`src/ifcr_defs.svh`:
```
// Purpose: register indices, field positions, masks and reset values
// Assumes: 4-bit register index on the plain register port
// Notes:   definitions only
`ifndef IFCR_DEFS_SVH
`define IFCR_DEFS_SVH

// ----------------------------------------------------------------
// register indices
// ----------------------------------------------------------------
`define IFCR_CTRL_IDX   4'h0
`define IFCR_FLAG0_IDX  4'h1
`define IFCR_FLAG1_IDX  4'h2
`define IFCR_FLAG2_IDX  4'h3
`define IFCR_EN0_IDX    4'h4
`define IFCR_EN1_IDX    4'h5
`define IFCR_EN2_IDX    4'h6
`define IFCR_CLR0_IDX   4'h8

// ----------------------------------------------------------------
// global control fields
// ----------------------------------------------------------------
`define IFCR_ALT_BIT    15
`define IFCR_TDIS_BIT   14
`define IFCR_POL_LSB    0
`define IFCR_CTRL_WMASK 16'h8007

// ----------------------------------------------------------------
// implemented flag bits per register
// ----------------------------------------------------------------
`define IFCR_FLAG0_MASK     16'h7fff
`define IFCR_FLAG1_MASK     16'hffdf
`define IFCR_FLAG2_MASK     16'h601f
`define IFCR_FLAG2_MASK_NC  16'h6013

// ----------------------------------------------------------------
// reset values
// ----------------------------------------------------------------
`define IFCR_RST_WORD   16'h0000
`define IFCR_RST_POL    3'h0
`define IFCR_RST_ALT    1'b0

`endif

```
`src/ifcr_pkg.sv`:
```
// Purpose: shared types of the interrupt flag and control slice
// Assumes: 16-bit registers
// Notes:   three flag registers, three enable registers
package ifcr_pkg;

   typedef logic [15:0] ifcr_word_t;
   typedef ifcr_word_t  ifcr_word3_t [3];

endpackage : ifcr_pkg

```
`src/ifcr_top.sv`:
```
// Purpose: global interrupt control and request flag registers 0..2
// Assumes: request inputs are one-cycle pulses on mclk_in; pins async
// Notes:   read data appear in the cycle after the read strobe
// How it works
// - control bit 15 chooses alternate vector table when set
// - control bit 14 reads timed interrupt-disable status, read-only
// - control bits 2..0 pick negative edge when 1, positive when 0
// - control bits 13..3 read zero, writes ignored
// - every implemented bit except status bit 14 clears to zero at reset
// - flag register 0 low byte holds the listed eight sources
// - flag register 0 bits 14..8 hold listed sources, bit 15 zero
// - each flag reads 1 after its request, readable and writable
// - flag register 1 upper byte holds the listed eight sources
// - flag register 1 lower byte sources, bit 5 reads zero
// - flag register 2 sources at 14,13,4..0, others read zero
// - without CAN controller the CAN flags never get set
// - sources set flags; software clears them
// - each source has its own enable bit in enable registers
//
// Implementation choices: the address-and-strobe port and the register offsets.
`timescale 1ns/10ps
`include "ifcr_defs.svh"

module ifcr_top
   import ifcr_pkg::*;
#(
   parameter bit CAN_PRESENT = 1'b1
)
(
   // clock and reset
   input  wire logic        mclk_in,
   input  wire logic        rst_in,
   // register port
   input  wire logic [3:0]  addr_in,
   input  wire logic [15:0] wdata_in,
   input  wire logic        wr_in,
   input  wire logic        rd_in,
   output logic      [15:0] rdata_out,
   // cpu core
   input  wire logic        timed_irq_disable_active_in,
   output logic             alt_vector_select_out,
   output logic             irq_out,
   // external interrupt pins 2..0
   input  wire logic [2:0]  ext_irq_pin_in,
   // requests landing in flag register 0
   input  wire logic        capture1_req_in,
   input  wire logic        compare1_req_in,
   input  wire logic        timer1_req_in,
   input  wire logic        dma_ch0_done_req_in,
   input  wire logic        capture2_req_in,
   input  wire logic        compare2_req_in,
   input  wire logic        timer2_req_in,
   input  wire logic        timer3_req_in,
   input  wire logic        spi1_error_req_in,
   input  wire logic        spi1_event_req_in,
   input  wire logic        uart1_receive_req_in,
   input  wire logic        uart1_transmit_req_in,
   input  wire logic        adc1_done_req_in,
   input  wire logic        dma_ch1_done_req_in,
   // requests landing in flag register 1
   input  wire logic        i2c1_slave_req_in,
   input  wire logic        i2c1_master_req_in,
   input  wire logic        comparator_req_in,
   input  wire logic        change_notify_req_in,
   input  wire logic        capture7_req_in,
   input  wire logic        capture8_req_in,
   input  wire logic        dma_ch2_done_req_in,
   input  wire logic        compare3_req_in,
   input  wire logic        compare4_req_in,
   input  wire logic        timer4_req_in,
   input  wire logic        timer5_req_in,
   input  wire logic        uart2_receive_req_in,
   input  wire logic        uart2_transmit_req_in,
   // requests landing in flag register 2
   input  wire logic        spi2_error_req_in,
   input  wire logic        spi2_event_req_in,
   input  wire logic        can_receive_req_in,
   input  wire logic        can_event_req_in,
   input  wire logic        dma_ch3_done_req_in,
   input  wire logic        parallel_port_req_in,
   input  wire logic        dma_ch4_done_req_in
);

   // ----------------------------------------------------------------
   // declarations
   // ----------------------------------------------------------------
   logic        alt_vector_select_ff;
   logic [2:0]  ext_irq_polarity_ff;
   logic [2:0]  pin_meta_ff;
   logic [2:0]  pin_sync_ff;
   logic [2:0]  pin_prev_ff;
   logic [2:0]  ext_edge;
   logic        can_ok;
   logic [15:0] rdata_ff;
   logic [15:0] nxt_rdata;
   logic [15:0] ctrl_word;
   logic [2:0]  irq_part;
   logic        wr_ctrl;

   ifcr_word_t  flag_ff [3];
   ifcr_word_t  en_ff   [3];
   ifcr_word_t  hw_set  [3];
   ifcr_word_t  flag_mask [3];

   // ----------------------------------------------------------------
   // global control register: vector table select
   // ----------------------------------------------------------------
   assign wr_ctrl = wr_in && (addr_in == `IFCR_CTRL_IDX);

   always_ff @(posedge mclk_in)
   begin
      if (rst_in)
      begin
         alt_vector_select_ff <= `IFCR_RST_ALT;
      end
      else if (wr_ctrl)
      begin
         alt_vector_select_ff <= wdata_in[`IFCR_ALT_BIT];
      end
   end

   // vector fetch logic in the core follows this level
   assign alt_vector_select_out = alt_vector_select_ff;

   // ----------------------------------------------------------------
   // global control register: edge polarity
   // ----------------------------------------------------------------
   always_ff @(posedge mclk_in)
   begin
      if (rst_in)
      begin
         ext_irq_polarity_ff <= `IFCR_RST_POL;
      end
      else if (wr_ctrl)
      begin
         // bits 13..3 are not stored, so they read back as zero
         ext_irq_polarity_ff <= wdata_in[`IFCR_POL_LSB +: 3];
      end
   end

   // ----------------------------------------------------------------
   // global control register: read view
   // ----------------------------------------------------------------
   always_comb
   begin
      ctrl_word = `IFCR_RST_WORD;
      ctrl_word[`IFCR_ALT_BIT]      = alt_vector_select_ff;
      ctrl_word[`IFCR_TDIS_BIT]     = timed_irq_disable_active_in;
      ctrl_word[`IFCR_POL_LSB +: 3] = ext_irq_polarity_ff;
   end

   // ----------------------------------------------------------------
   // external pin synchronisers
   // ----------------------------------------------------------------
   // no reset: the chain follows the pins through reset, so a pin that
   // already sits at its selected level gives no false edge afterwards
   always_ff @(posedge mclk_in)
   begin
      pin_meta_ff <= ext_irq_pin_in;
      pin_sync_ff <= pin_meta_ff;
   end

   // ----------------------------------------------------------------
   // edge detectors
   // ----------------------------------------------------------------
   always_ff @(posedge mclk_in)
   begin
      pin_prev_ff <= pin_sync_ff;
   end

   generate
      for (genvar p = 0; p < 3; p++)
      begin : g_edge
         // one-cycle pulse on the edge that the polarity bit selects
         assign ext_edge[p] = ext_irq_polarity_ff[p] ?
                              (pin_prev_ff[p] & ~pin_sync_ff[p]) :
                              (~pin_prev_ff[p] & pin_sync_ff[p]);
      end
   endgenerate

   // ----------------------------------------------------------------
   // hardware request vectors, one per flag register
   // ----------------------------------------------------------------
   assign can_ok = CAN_PRESENT;

   assign hw_set[0] = {1'b0,
                       dma_ch1_done_req_in,
                       adc1_done_req_in,
                       uart1_transmit_req_in,
                       uart1_receive_req_in,
                       spi1_event_req_in,
                       spi1_error_req_in,
                       timer3_req_in,
                       timer2_req_in,
                       compare2_req_in,
                       capture2_req_in,
                       dma_ch0_done_req_in,
                       timer1_req_in,
                       compare1_req_in,
                       capture1_req_in,
                       ext_edge[0]};

   assign hw_set[1] = {uart2_transmit_req_in,
                       uart2_receive_req_in,
                       ext_edge[2],
                       timer5_req_in,
                       timer4_req_in,
                       compare4_req_in,
                       compare3_req_in,
                       dma_ch2_done_req_in,
                       capture8_req_in,
                       capture7_req_in,
                       1'b0,
                       ext_edge[1],
                       change_notify_req_in,
                       comparator_req_in,
                       i2c1_master_req_in,
                       i2c1_slave_req_in};

   assign hw_set[2] = {1'b0,
                       dma_ch4_done_req_in,
                       parallel_port_req_in,
                       8'h00,
                       dma_ch3_done_req_in,
                       can_event_req_in & can_ok,
                       can_receive_req_in & can_ok,
                       spi2_event_req_in,
                       spi2_error_req_in};

   // ----------------------------------------------------------------
   // implemented-bit masks; unimplemented bits never store a one
   // ----------------------------------------------------------------
   // the CAN slots drop out of register 2 when no controller is fitted
   assign flag_mask[0] = `IFCR_FLAG0_MASK;
   assign flag_mask[1] = `IFCR_FLAG1_MASK;
   assign flag_mask[2] = CAN_PRESENT ? `IFCR_FLAG2_MASK
                                     : `IFCR_FLAG2_MASK_NC;

   // ----------------------------------------------------------------
   // flag and enable registers
   // ----------------------------------------------------------------
   generate
      for (genvar k = 0; k < 3; k++)
      begin : g_reg
         logic       wr_flag;
         logic       wr_en;
         logic       wr_clr;
         ifcr_word_t nxt_flag;

         assign wr_flag = wr_in &&
                          (addr_in == 4'(`IFCR_FLAG0_IDX + k));
         assign wr_en   = wr_in &&
                          (addr_in == 4'(`IFCR_EN0_IDX + k));
         assign wr_clr  = wr_in &&
                          (addr_in == 4'(`IFCR_CLR0_IDX + k));

         always_comb
         begin
            nxt_flag = flag_ff[k] | hw_set[k];
            if (wr_flag)
            begin
               // written ones set, written zeros clear unless a request arrives in the same cycle
               nxt_flag = wdata_in | hw_set[k];
            end
            else if (wr_clr)
            begin
               nxt_flag = (flag_ff[k] & ~wdata_in) | hw_set[k];
            end
         end

         always_ff @(posedge mclk_in)
         begin
            if (rst_in)
            begin
               flag_ff[k] <= `IFCR_RST_WORD;
            end
            else
            begin
               flag_ff[k] <= nxt_flag & flag_mask[k];
            end
         end

         always_ff @(posedge mclk_in)
         begin
            if (rst_in)
            begin
               en_ff[k] <= `IFCR_RST_WORD;
            end
            else if (wr_en)
            begin
               en_ff[k] <= wdata_in & flag_mask[k];
            end
         end

         assign irq_part[k] = |(flag_ff[k] & en_ff[k]);
      end
   endgenerate

   // ----------------------------------------------------------------
   // interrupt request output
   // ----------------------------------------------------------------
   // level request to the core while any enabled flag is set
   assign irq_out = |irq_part;

   // ----------------------------------------------------------------
   // read select
   // ----------------------------------------------------------------
   always_comb
   begin
      nxt_rdata = `IFCR_RST_WORD;
      if (rd_in)
      begin
         unique case (addr_in)
            `IFCR_CTRL_IDX:         nxt_rdata = ctrl_word;
            `IFCR_FLAG0_IDX:        nxt_rdata = flag_ff[0];
            `IFCR_FLAG1_IDX:        nxt_rdata = flag_ff[1];
            `IFCR_FLAG2_IDX:        nxt_rdata = flag_ff[2];
            `IFCR_EN0_IDX:          nxt_rdata = en_ff[0];
            `IFCR_EN1_IDX:          nxt_rdata = en_ff[1];
            `IFCR_EN2_IDX:          nxt_rdata = en_ff[2];
            // clear registers and holes read zero
            default:                nxt_rdata = `IFCR_RST_WORD;
         endcase
      end
   end

   // ----------------------------------------------------------------
   // read data register, holds a word for one cycle only
   // ----------------------------------------------------------------
   always_ff @(posedge mclk_in)
   begin
      if (rst_in)
      begin
         rdata_ff <= `IFCR_RST_WORD;
      end
      else
      begin
         rdata_ff <= nxt_rdata;
      end
   end

   assign rdata_out = rdata_ff;

endmodule : ifcr_top

```
`config.mk`:
```
export PLATFORM = sky130hd
export DESIGN_NAME = ifcr_top
export DESIGN_NICKNAME = d
export VERILOG_FILES = /design/src/ifcr_pkg.sv /design/src/ifcr_top.sv
export VERILOG_INCLUDE_DIRS = /design/src
export SDC_FILE = /design/constraint.sdc
export NUM_CORES = 1
export LEC_CHECK = 0
export BUFFER_PORTS_ARGS = -buffer_cell sky130_fd_sc_hd__clkbuf_2
export CORE_ASPECT_RATIO = 0.75
export CORE_MARGIN = 2
export CORE_UTILIZATION = 41
export DETAILED_ROUTE_END_ITERATION = 12
export GPL_TIMING_DRIVEN = 0
export SKIP_CTS_REPAIR_TIMING = 1
export SLEW_MARGIN = 10
export SYNTH_ARGS = -nofsm -noshare
export SYNTH_HDL_FRONTEND = slang
export SYNTH_SLANG_ARGS = --single-unit
```
`constraint.sdc`:
```
create_clock -name mclk_in -period 3.55 [get_ports mclk_in]
set_clock_uncertainty 0.05 [all_clocks]
set_input_delay 0.5325 -clock mclk_in [delete_from_list [all_inputs] [get_ports mclk_in]]
set_output_delay 0.5325 -clock mclk_in [all_outputs]
set_load 0.02 [all_outputs]
```
After elaboration in Yosys (flattened, before gate mapping)
Memories as Yosys holds them, arrays and structs flattened.
Index checks and enable logic that the tools add are counted.
Word-level totals
  register bits: 29
  memory bits (writable): 96
  output and inout bits: 18
  logic and storage cells: 93
  memories kept: 2
Cells by class
  equality and inequality tests: 9
  mux-type cells: 28
  bitwise operators: 35
  reductions and logical operators: 13
Memory list
  en_ff: words 3, width 16, rd ports 3, clocked after memory_dff 0, wr ports 3, RTL line ifcr_top.sv:101  | ifcr_word_t en_ff [3];
  flag_ff: words 3, width 16, rd ports 3, clocked after memory_dff 0, wr ports 3, RTL line ifcr_top.sv:100  | ifcr_word_t flag_ff [3];
Operators with widths (count)
  16-bit two-way mux: 8
  16-bit one-hot mux with 7 select lines: 1
  15-bit bitwise OR: 6
  16-bit AND: 4
  15-bit two-way mux: 4
  16-bit bitwise OR: 3
  48-bit OR reduction: 1
  15-bit AND: 2
  16-bit NOT: 1
  1-bit two-way mux: 15
  4-bit by 3-bit equality test with 1-bit output (second input constant): 3
  4-bit equality test (second input constant): 3
  1-bit logical AND: 10
  4-bit by 2-bit equality test with 1-bit output (second input constant): 2
  1-bit NOT: 7
  1-bit AND: 6
  1-bit bitwise OR: 6
  4-bit by 1-bit equality test with 1-bit output (second input constant): 1
  4-bit zero test: 1
  2-bit OR reduction: 1

Longest topological paths before layout
Gate-level depths: netlist of run 1.
  word-level depth: 7
  mapped depth: 7
  gate-level depth less buffers: 4

Worst setup path before layout of run 1
OpenSTA, ideal clock, no wires.
  path kind: register -> output
  start: mem en_ff[1][15] (netlist name)
  end: out irq_out
  arrival: 1.466 ns
  setup slack: 1.502 ns
  stages on the path, launching flop included: 5
  buffers on the path: 0
  cell sequence: edfxtp_1 > a22o_2 > a221oi_2 > nand4_1 > or4_1
RTL lines
  start, declared: RTL line ifcr_top.sv:101
  end, declared: RTL line ifcr_top.sv:42  | output logic irq_out,

==> impl_metrics.csv, run 1 <==
group,metric,value,unit
synthesis,synth_edf_count,37,
worst_setup_path,arrival,2.24,ns
grt,track_usage,26.4,%
die,dieArea,12400,um^2
drt,wl_per_cell,22.9,um
synthesis,synthMuxAreaShare,1.06,%
grt,grt_overflow,0,
drt,dr.pass1.iters,8,
drt,ant_nets,0,
pwr,switching_share,26.1,%
final_layout,layout_commonest_cell,"nand3_1",
worst_setup_path,crit_path_end_kind,"output port",
pwr,power.internal,1.99,mW
synthesis,ys_seq_elements,103,
drt,dr_wl_met3,1940,um
final_layout,num_antenna_cells,0,
timing,tightest_slew,0.779,ns
synthesis,synth-xor-area-share,0,%
pwr,switchingPower,700,uW
timing,timing.final.crit_share,79.4,%
grt,grt_max_degree,19,
pwr,comb_power_share,10.1,%
placed_design,portBuffers,71,
synthesis,synthAdderAreaFrac,0,%
synthesis,synth-simple-area-share,21.8,%
drt,vias,4469,
pwr,pwr-share-seq,50.0,%
timing,hold_viol_final,0,
synthesis,syn_area_per_cell,9.75,um^2
die,core_area,11100,um^2
cts,clk_path_buf_depth,2,
cts,cts_buffers,9,
synthesis,synth.yosys.seq_area_share,51.6,%
timing,tns,0,ns
final_layout,synthToLayoutAreaGrowth,18.1,%
timing,slew_violations,0,
synthesis,netlist_area,4710,um^2
cts,cts_tree,"yes",
worst_hold_path,hold_class,"in2reg",
worst_setup_path,max_stage_delay,0.59,ns
final_layout,fin_util,50.3,%
cts,htreeDepth,3,
die,die_x,128,um
drt,top_signal_layer_used,"met4",
cts,cts.clk_slew.worst_paths,0.07,ns
final_layout,layout_common_cells,"nand3_1 (84), clkbuf_2 (72), a21oi_1 (67)",
drt,drt_iter0_drc,649,
pwr,power_leakage,2.10,nW
placed_design,place_hpwl,11600,um
worst_setup_path,criticalPathCategory,"reg2out",
worst_setup_path,cp_slowest_cell,"or4_1",
pwr,powerDensity,483,nW/um^2
final_layout,drive_gt1_share,21.9,%
drt,drc_errors,0,
synthesis,synth_flop_cell,"dfxtp_1",
die,rows,33,
synthesis,synth_warnings,0,
worst_setup_path,startpoint_type,"register",
timing,setup_viol,0,
synthesis,synth.area.top_cells,"dfxtp_1 (28%), edfxtp_1 (24%), nand3_1 (8.9%), a21oi_1 (7.1%), a22oi_1 (5.6%)",
synthesis,synth_compound_area_share,20.6,%
timing,rsz0062_at_grt,"false",
die,pin_count,80,
final_layout,nets,627,
job,maxCapViolCount,0,
pwr,pwr-share-clk,39.9,%
grt,antenna_found_initial,1,
synthesis,ys_async_sr_fraction,0,%
final_layout,layoutNonFillerInstCount,710,
die,die_h,96.8,um
pwr,vdd_drop_max,0.309,mV
synthesis,syn_nets,545,
drt,drt-met1-wl,7100,um
cts,cts_root_buf,"clkbuf_16",
die,initial_core_util,42.6,%
grt,grt_pass1_vias,4191,
synthesis,synth.top_cell.area_share,28.1,%
placed_design,dp_cells,694,
synthesis,synth_cell_types,40,
placed_design,routabilityCongestion,0.926,
synthesis,synthCells,483,
status,run_status,"complete, no violations",
cts,clk-insertion-delay-late,0.35,ns
synthesis,yosysTopAreaCell,"dfxtp_1",
timing,slew-limit-headroom,48.1,%
synthesis,synth_top_family_by_area,"simple AND/OR/NAND/NOR gates",
worst_setup_path,cp_max_fo,2,
worst_setup_path,cp_cell_sequence,"a22o_2, a221oi_2, nand4_1, or4_1, clkbuf_2",
drt,viasPerCell,6.29,
final_layout,n_fill_cell,1041,
drt,drt-total-wl,16300,um
cts,clock-sinks,103,
timing,fin_crit,2.82,ns
timing,fmax,355,MHz
grt,grt_pass1_wl,24400,um
drt,wl_met2,6920,um
worst_setup_path,crit_required,2.97,ns
[path summary, 6_finish.rpt]
kind	slack, ns	from	end	cells after the start
worst max-delay path	0.73	en_ff[1][15]	irq_out	5
worst min-delay path	0.23	ext_irq_pin_in[2]	pin_meta_ff[2]	1
worst min register to register	0.28	pin_meta_ff[2]	pin_sync_ff[2]	0
worst max register to register	2.27	alt_vector_select_out	rdata_out[15]	4
[cells in the mapped netlist (all sizes together) (5+ instances only)]
master and count:
nand3 84, a21oi 67, dfxtp 66, and2 38, edfxtp 37, a22oi 35
buf 25, a31oi 24, clkbuf 19, nand2 19, nor2 13, a22o 7
a41oi 7, nor2b 6, mux2i 5
[worst max-delay path, delay by kind of cell (launching register included)]
kind / cells / cell delay (ns)
simple gates: 2 / 0.81
compound gates: 2 / 0.48
flops: 1 / 0.41
buf+inv: 1 / 0.19
[layer usage]
metal  track usage (%)  up-vias
met1              39.3     2120
met2              38.3      335
li1                  -     1984
met3              6.75       30
met4              6.26        0
met5                 0        -
[power by group through the flow]
stage	registers [mW]	clock network (mW)	logic, mW
2_1_floorplan	1.35	0	0.160
3_3_place_gp	1.37	0	0.261
3_5_place_dp	1.37	0	0.264
4_1_cts	1.34	1.08	0.266
5_1_grt	1.35	1.12	0.295
6_report	1.34	1.07	0.271
[cell families after synthesis]
logic type      count (synthesis)
compound gates                150
buf+inv                        44
flops                         103
mux                             5
simple gates                  181
[per-stage QoR]
stage / hold WS, ns / worst slack, ns / area, um^2 / power, mW
after floorplan: 0.260 / 1.50 / 4710 / 1.51
after global placement: 0.261 / 0.997 / 5240 / 1.63
after detailed placement: 0.263 / 1.00 / 5240 / 1.63
after CTS: 0.227 / 0.783 / 5560 / 2.68
after global routing: 0.220 / 0.695 / 5560 / 2.76
final: 0.231 / 0.731 / 5560 / 2.69
[final cells by class]
type                            count  area, um^2  area share [%]
Buffer                             44         229            4.12
Clock buffer                       10         250            4.50
Clock inverter                      6        72.6            1.30
Multi-Input combinational cell    336        2050            36.8
Sequential cell                   103        2430            43.7
Tap cell                          140         175            3.15
Timing Repair Buffer               71         355            6.39
[registers in the layout, indices dropped and copies added (netlist names)]
name	count
rdata_out	16
alt_vector_select_out	1
en_ff	37
ext_irq_polarity_ff	3
flag_ff	37
pin_meta_ff	3
pin_prev_ff	3
pin_sync_ff	3
Power figures use the tool's default switching activity.
==> run 2, diff against run 1 <==
clock period = 2.7 ns   (was 3.55 ns; I/O delays follow)
==> run 2 against run 1 <==
Critical path depth unchanged. Sequential cell count unchanged. Largest cell class unchanged. Largest power group unchanged. Routed wire length is 0.15% lower. Critical endpoint unchanged. Via count rose by 0.25%. Total power increased by 32%. Non-clock buffer count stayed put. Combinational power up 32%. Clock power increased by 32%. Clock-buffer cell count did not move. Final cell count did not move.
==> impl_metrics.csv, run 2 (synthesized netlist as in run 1, its figures left out) <==
group,metric,value,unit
final_layout,n_fill_cell,1042,
cts,clk_path_buf_depth,2,
worst_setup_path,criticalPathCategory,"reg2out",
pwr,power.internal,2.61,mW
drt,dr.pass1.iters,5,
pwr,total_power,3.54,mW
die,core_area,11100,um^2
timing,tightest_slew,0.776,ns
pwr,pwr-share-clk,40.0,%
worst_hold_path,hold_class,"in2reg",
worst_setup_path,crit_path_end_kind,"output port",
die,initial_core_util,42.6,%
drt,viasPerCell,6.31,
cts,htreeDepth,3,
drt,ant_nets,0,
cts,cts.clk_slew.worst_paths,0.07,ns
timing,fmax,374,MHz
timing,tns,0,ns
placed_design,routabilityCongestion,0.926,
job,maxCapViolCount,0,
timing,slew-limit-headroom,48.3,%
placed_design,portBuffers,71,
final_layout,drive_gt1_share,22.1,%
grt,track_usage,26.4,%
pwr,power_leakage,2.10,nW
pwr,switchingPower,927,uW
worst_hold_path,hp-start,"ext_irq_pin_in[1]",
die,dieArea,12400,um^2
cts,clock-sinks,103,
final_layout,layout_common_cells,"nand3_1 (84), clkbuf_2 (72), a21oi_1 (67)",
worst_setup_path,startpoint,"en_ff[1][1]",
worst_setup_path,crit_required,2.25,ns
grt,grt_max_degree,19,
pwr,vdd_drop_max,0.409,mV
drt,drt_iter0_drc,706,
cts,cts_root_buf,"clkbuf_16",
pwr,comb_power_share,10.1,%
timing,fin_ws,0.0245,ns
grt,antenna_found_initial,1,
pwr,switching_share,26.2,%
timing,fin_crit,2.68,ns
placed_design,place_hpwl,11600,um
drt,drc_errors,0,
timing,rsz0062_at_grt,"false",
cts,cts_tree,"yes",
final_layout,layout_commonest_cell,"nand3_1",
pwr,powerDensity,636,nW/um^2
pwr,pwr-share-seq,49.9,%
die,die_h,96.8,um
timing,slew_violations,0,
drt,wl_per_cell,22.9,um
die,die_x,128,um
timing,timing.final.crit_share,99.1,%
worst_setup_path,arrival,2.22,ns
worst_setup_path,timing.rr.start,"alt_vector_select_out",
placed_design,pre_cts_ws,0.279,ns
grt,grt_pass1_wl,24400,um
cts,cts_buffers,9,
grt,grt_pass1_vias,4191,
final_layout,nets,627,
die,rows,33,
timing,hold_viol_final,0,
drt,drt-total-wl,16200,um
drt,vias,4480,
worst_setup_path,startpoint_type,"register",
grt,grt_overflow,0,
timing,setup_viol,0,
worst_setup_path,cp_max_fo,2,
final_layout,num_antenna_cells,0,
final_layout,synthToLayoutAreaGrowth,18.2,%
cts,clk-insertion-delay-late,0.35,ns
status,run_status,"complete, no violations",
die,pin_count,80,
run 2: cell counts in the layout (fill, tap and decap cells not counted):
No cell type changed its count.
run 2: critical path, stage by stage (launching register included):
cell,delay [ns]
edfxtp_1,0.43
a22o_2,0.25
a221oi_2,0.22
nand4_1,0.23
or4_4,0.58
clkbuf_2,0.18
run 2: metal layers:
layer / global-route usage (%) / vias up / routed length (um)
met5: 0 / - / 0
met2: 38.3 / 340 / 6940
met1: 39.3 / 2122 / 7040
met3: 6.75 / 36 / 1980
li1: - / 1982 / -
met4: 6.26 / 0 / 283
run 2: cell type report:
type / count / area, um^2 / share of cell area (%)
buffer: 44 / 229 / 4.11
tap: 140 / 175 / 3.15
timing repair buffer: 71 / 355 / 6.38
sequential: 103 / 2430 / 43.7
clock inverter: 6 / 72.6 / 1.30
multi-input combinational: 336 / 2050 / 36.9
clock buffer: 10 / 250 / 4.50
run 2: power groups by stage:
stage	Clock [mW]	Combinational, mW	Sequential [mW]
CTS	1.42	0.349	1.76
global route	1.47	0.388	1.77
global placement	0	0.343	1.80
detailed placement	0	0.348	1.80
floorplan	0	0.210	1.77
finish	1.41	0.358	1.77
run 2: final timing paths:
path / to / slack (ns) / cells after the start
max reg2reg: rdata_out[15] / 1.44 / 4
min: pin_meta_ff[1] / 0.11 / 1
max: irq_out / 0.02 / 5
min reg2reg: pin_sync_ff[2] / 0.28 / 0
run 2: metrics by stage:
stage          hold WS (ns)  std cells  instance area (um^2)  utilization (%)
2_1_floorplan         0.260        483                  4710                -
3_3_place_gp          0.261        694                  5240             47.4
3_5_place_dp          0.263        694                  5240             47.4
4_1_cts              0.0998        710                  5560             50.3
5_1_grt              0.0926        710                  5570             50.3
6_report              0.105        710                  5570             50.3
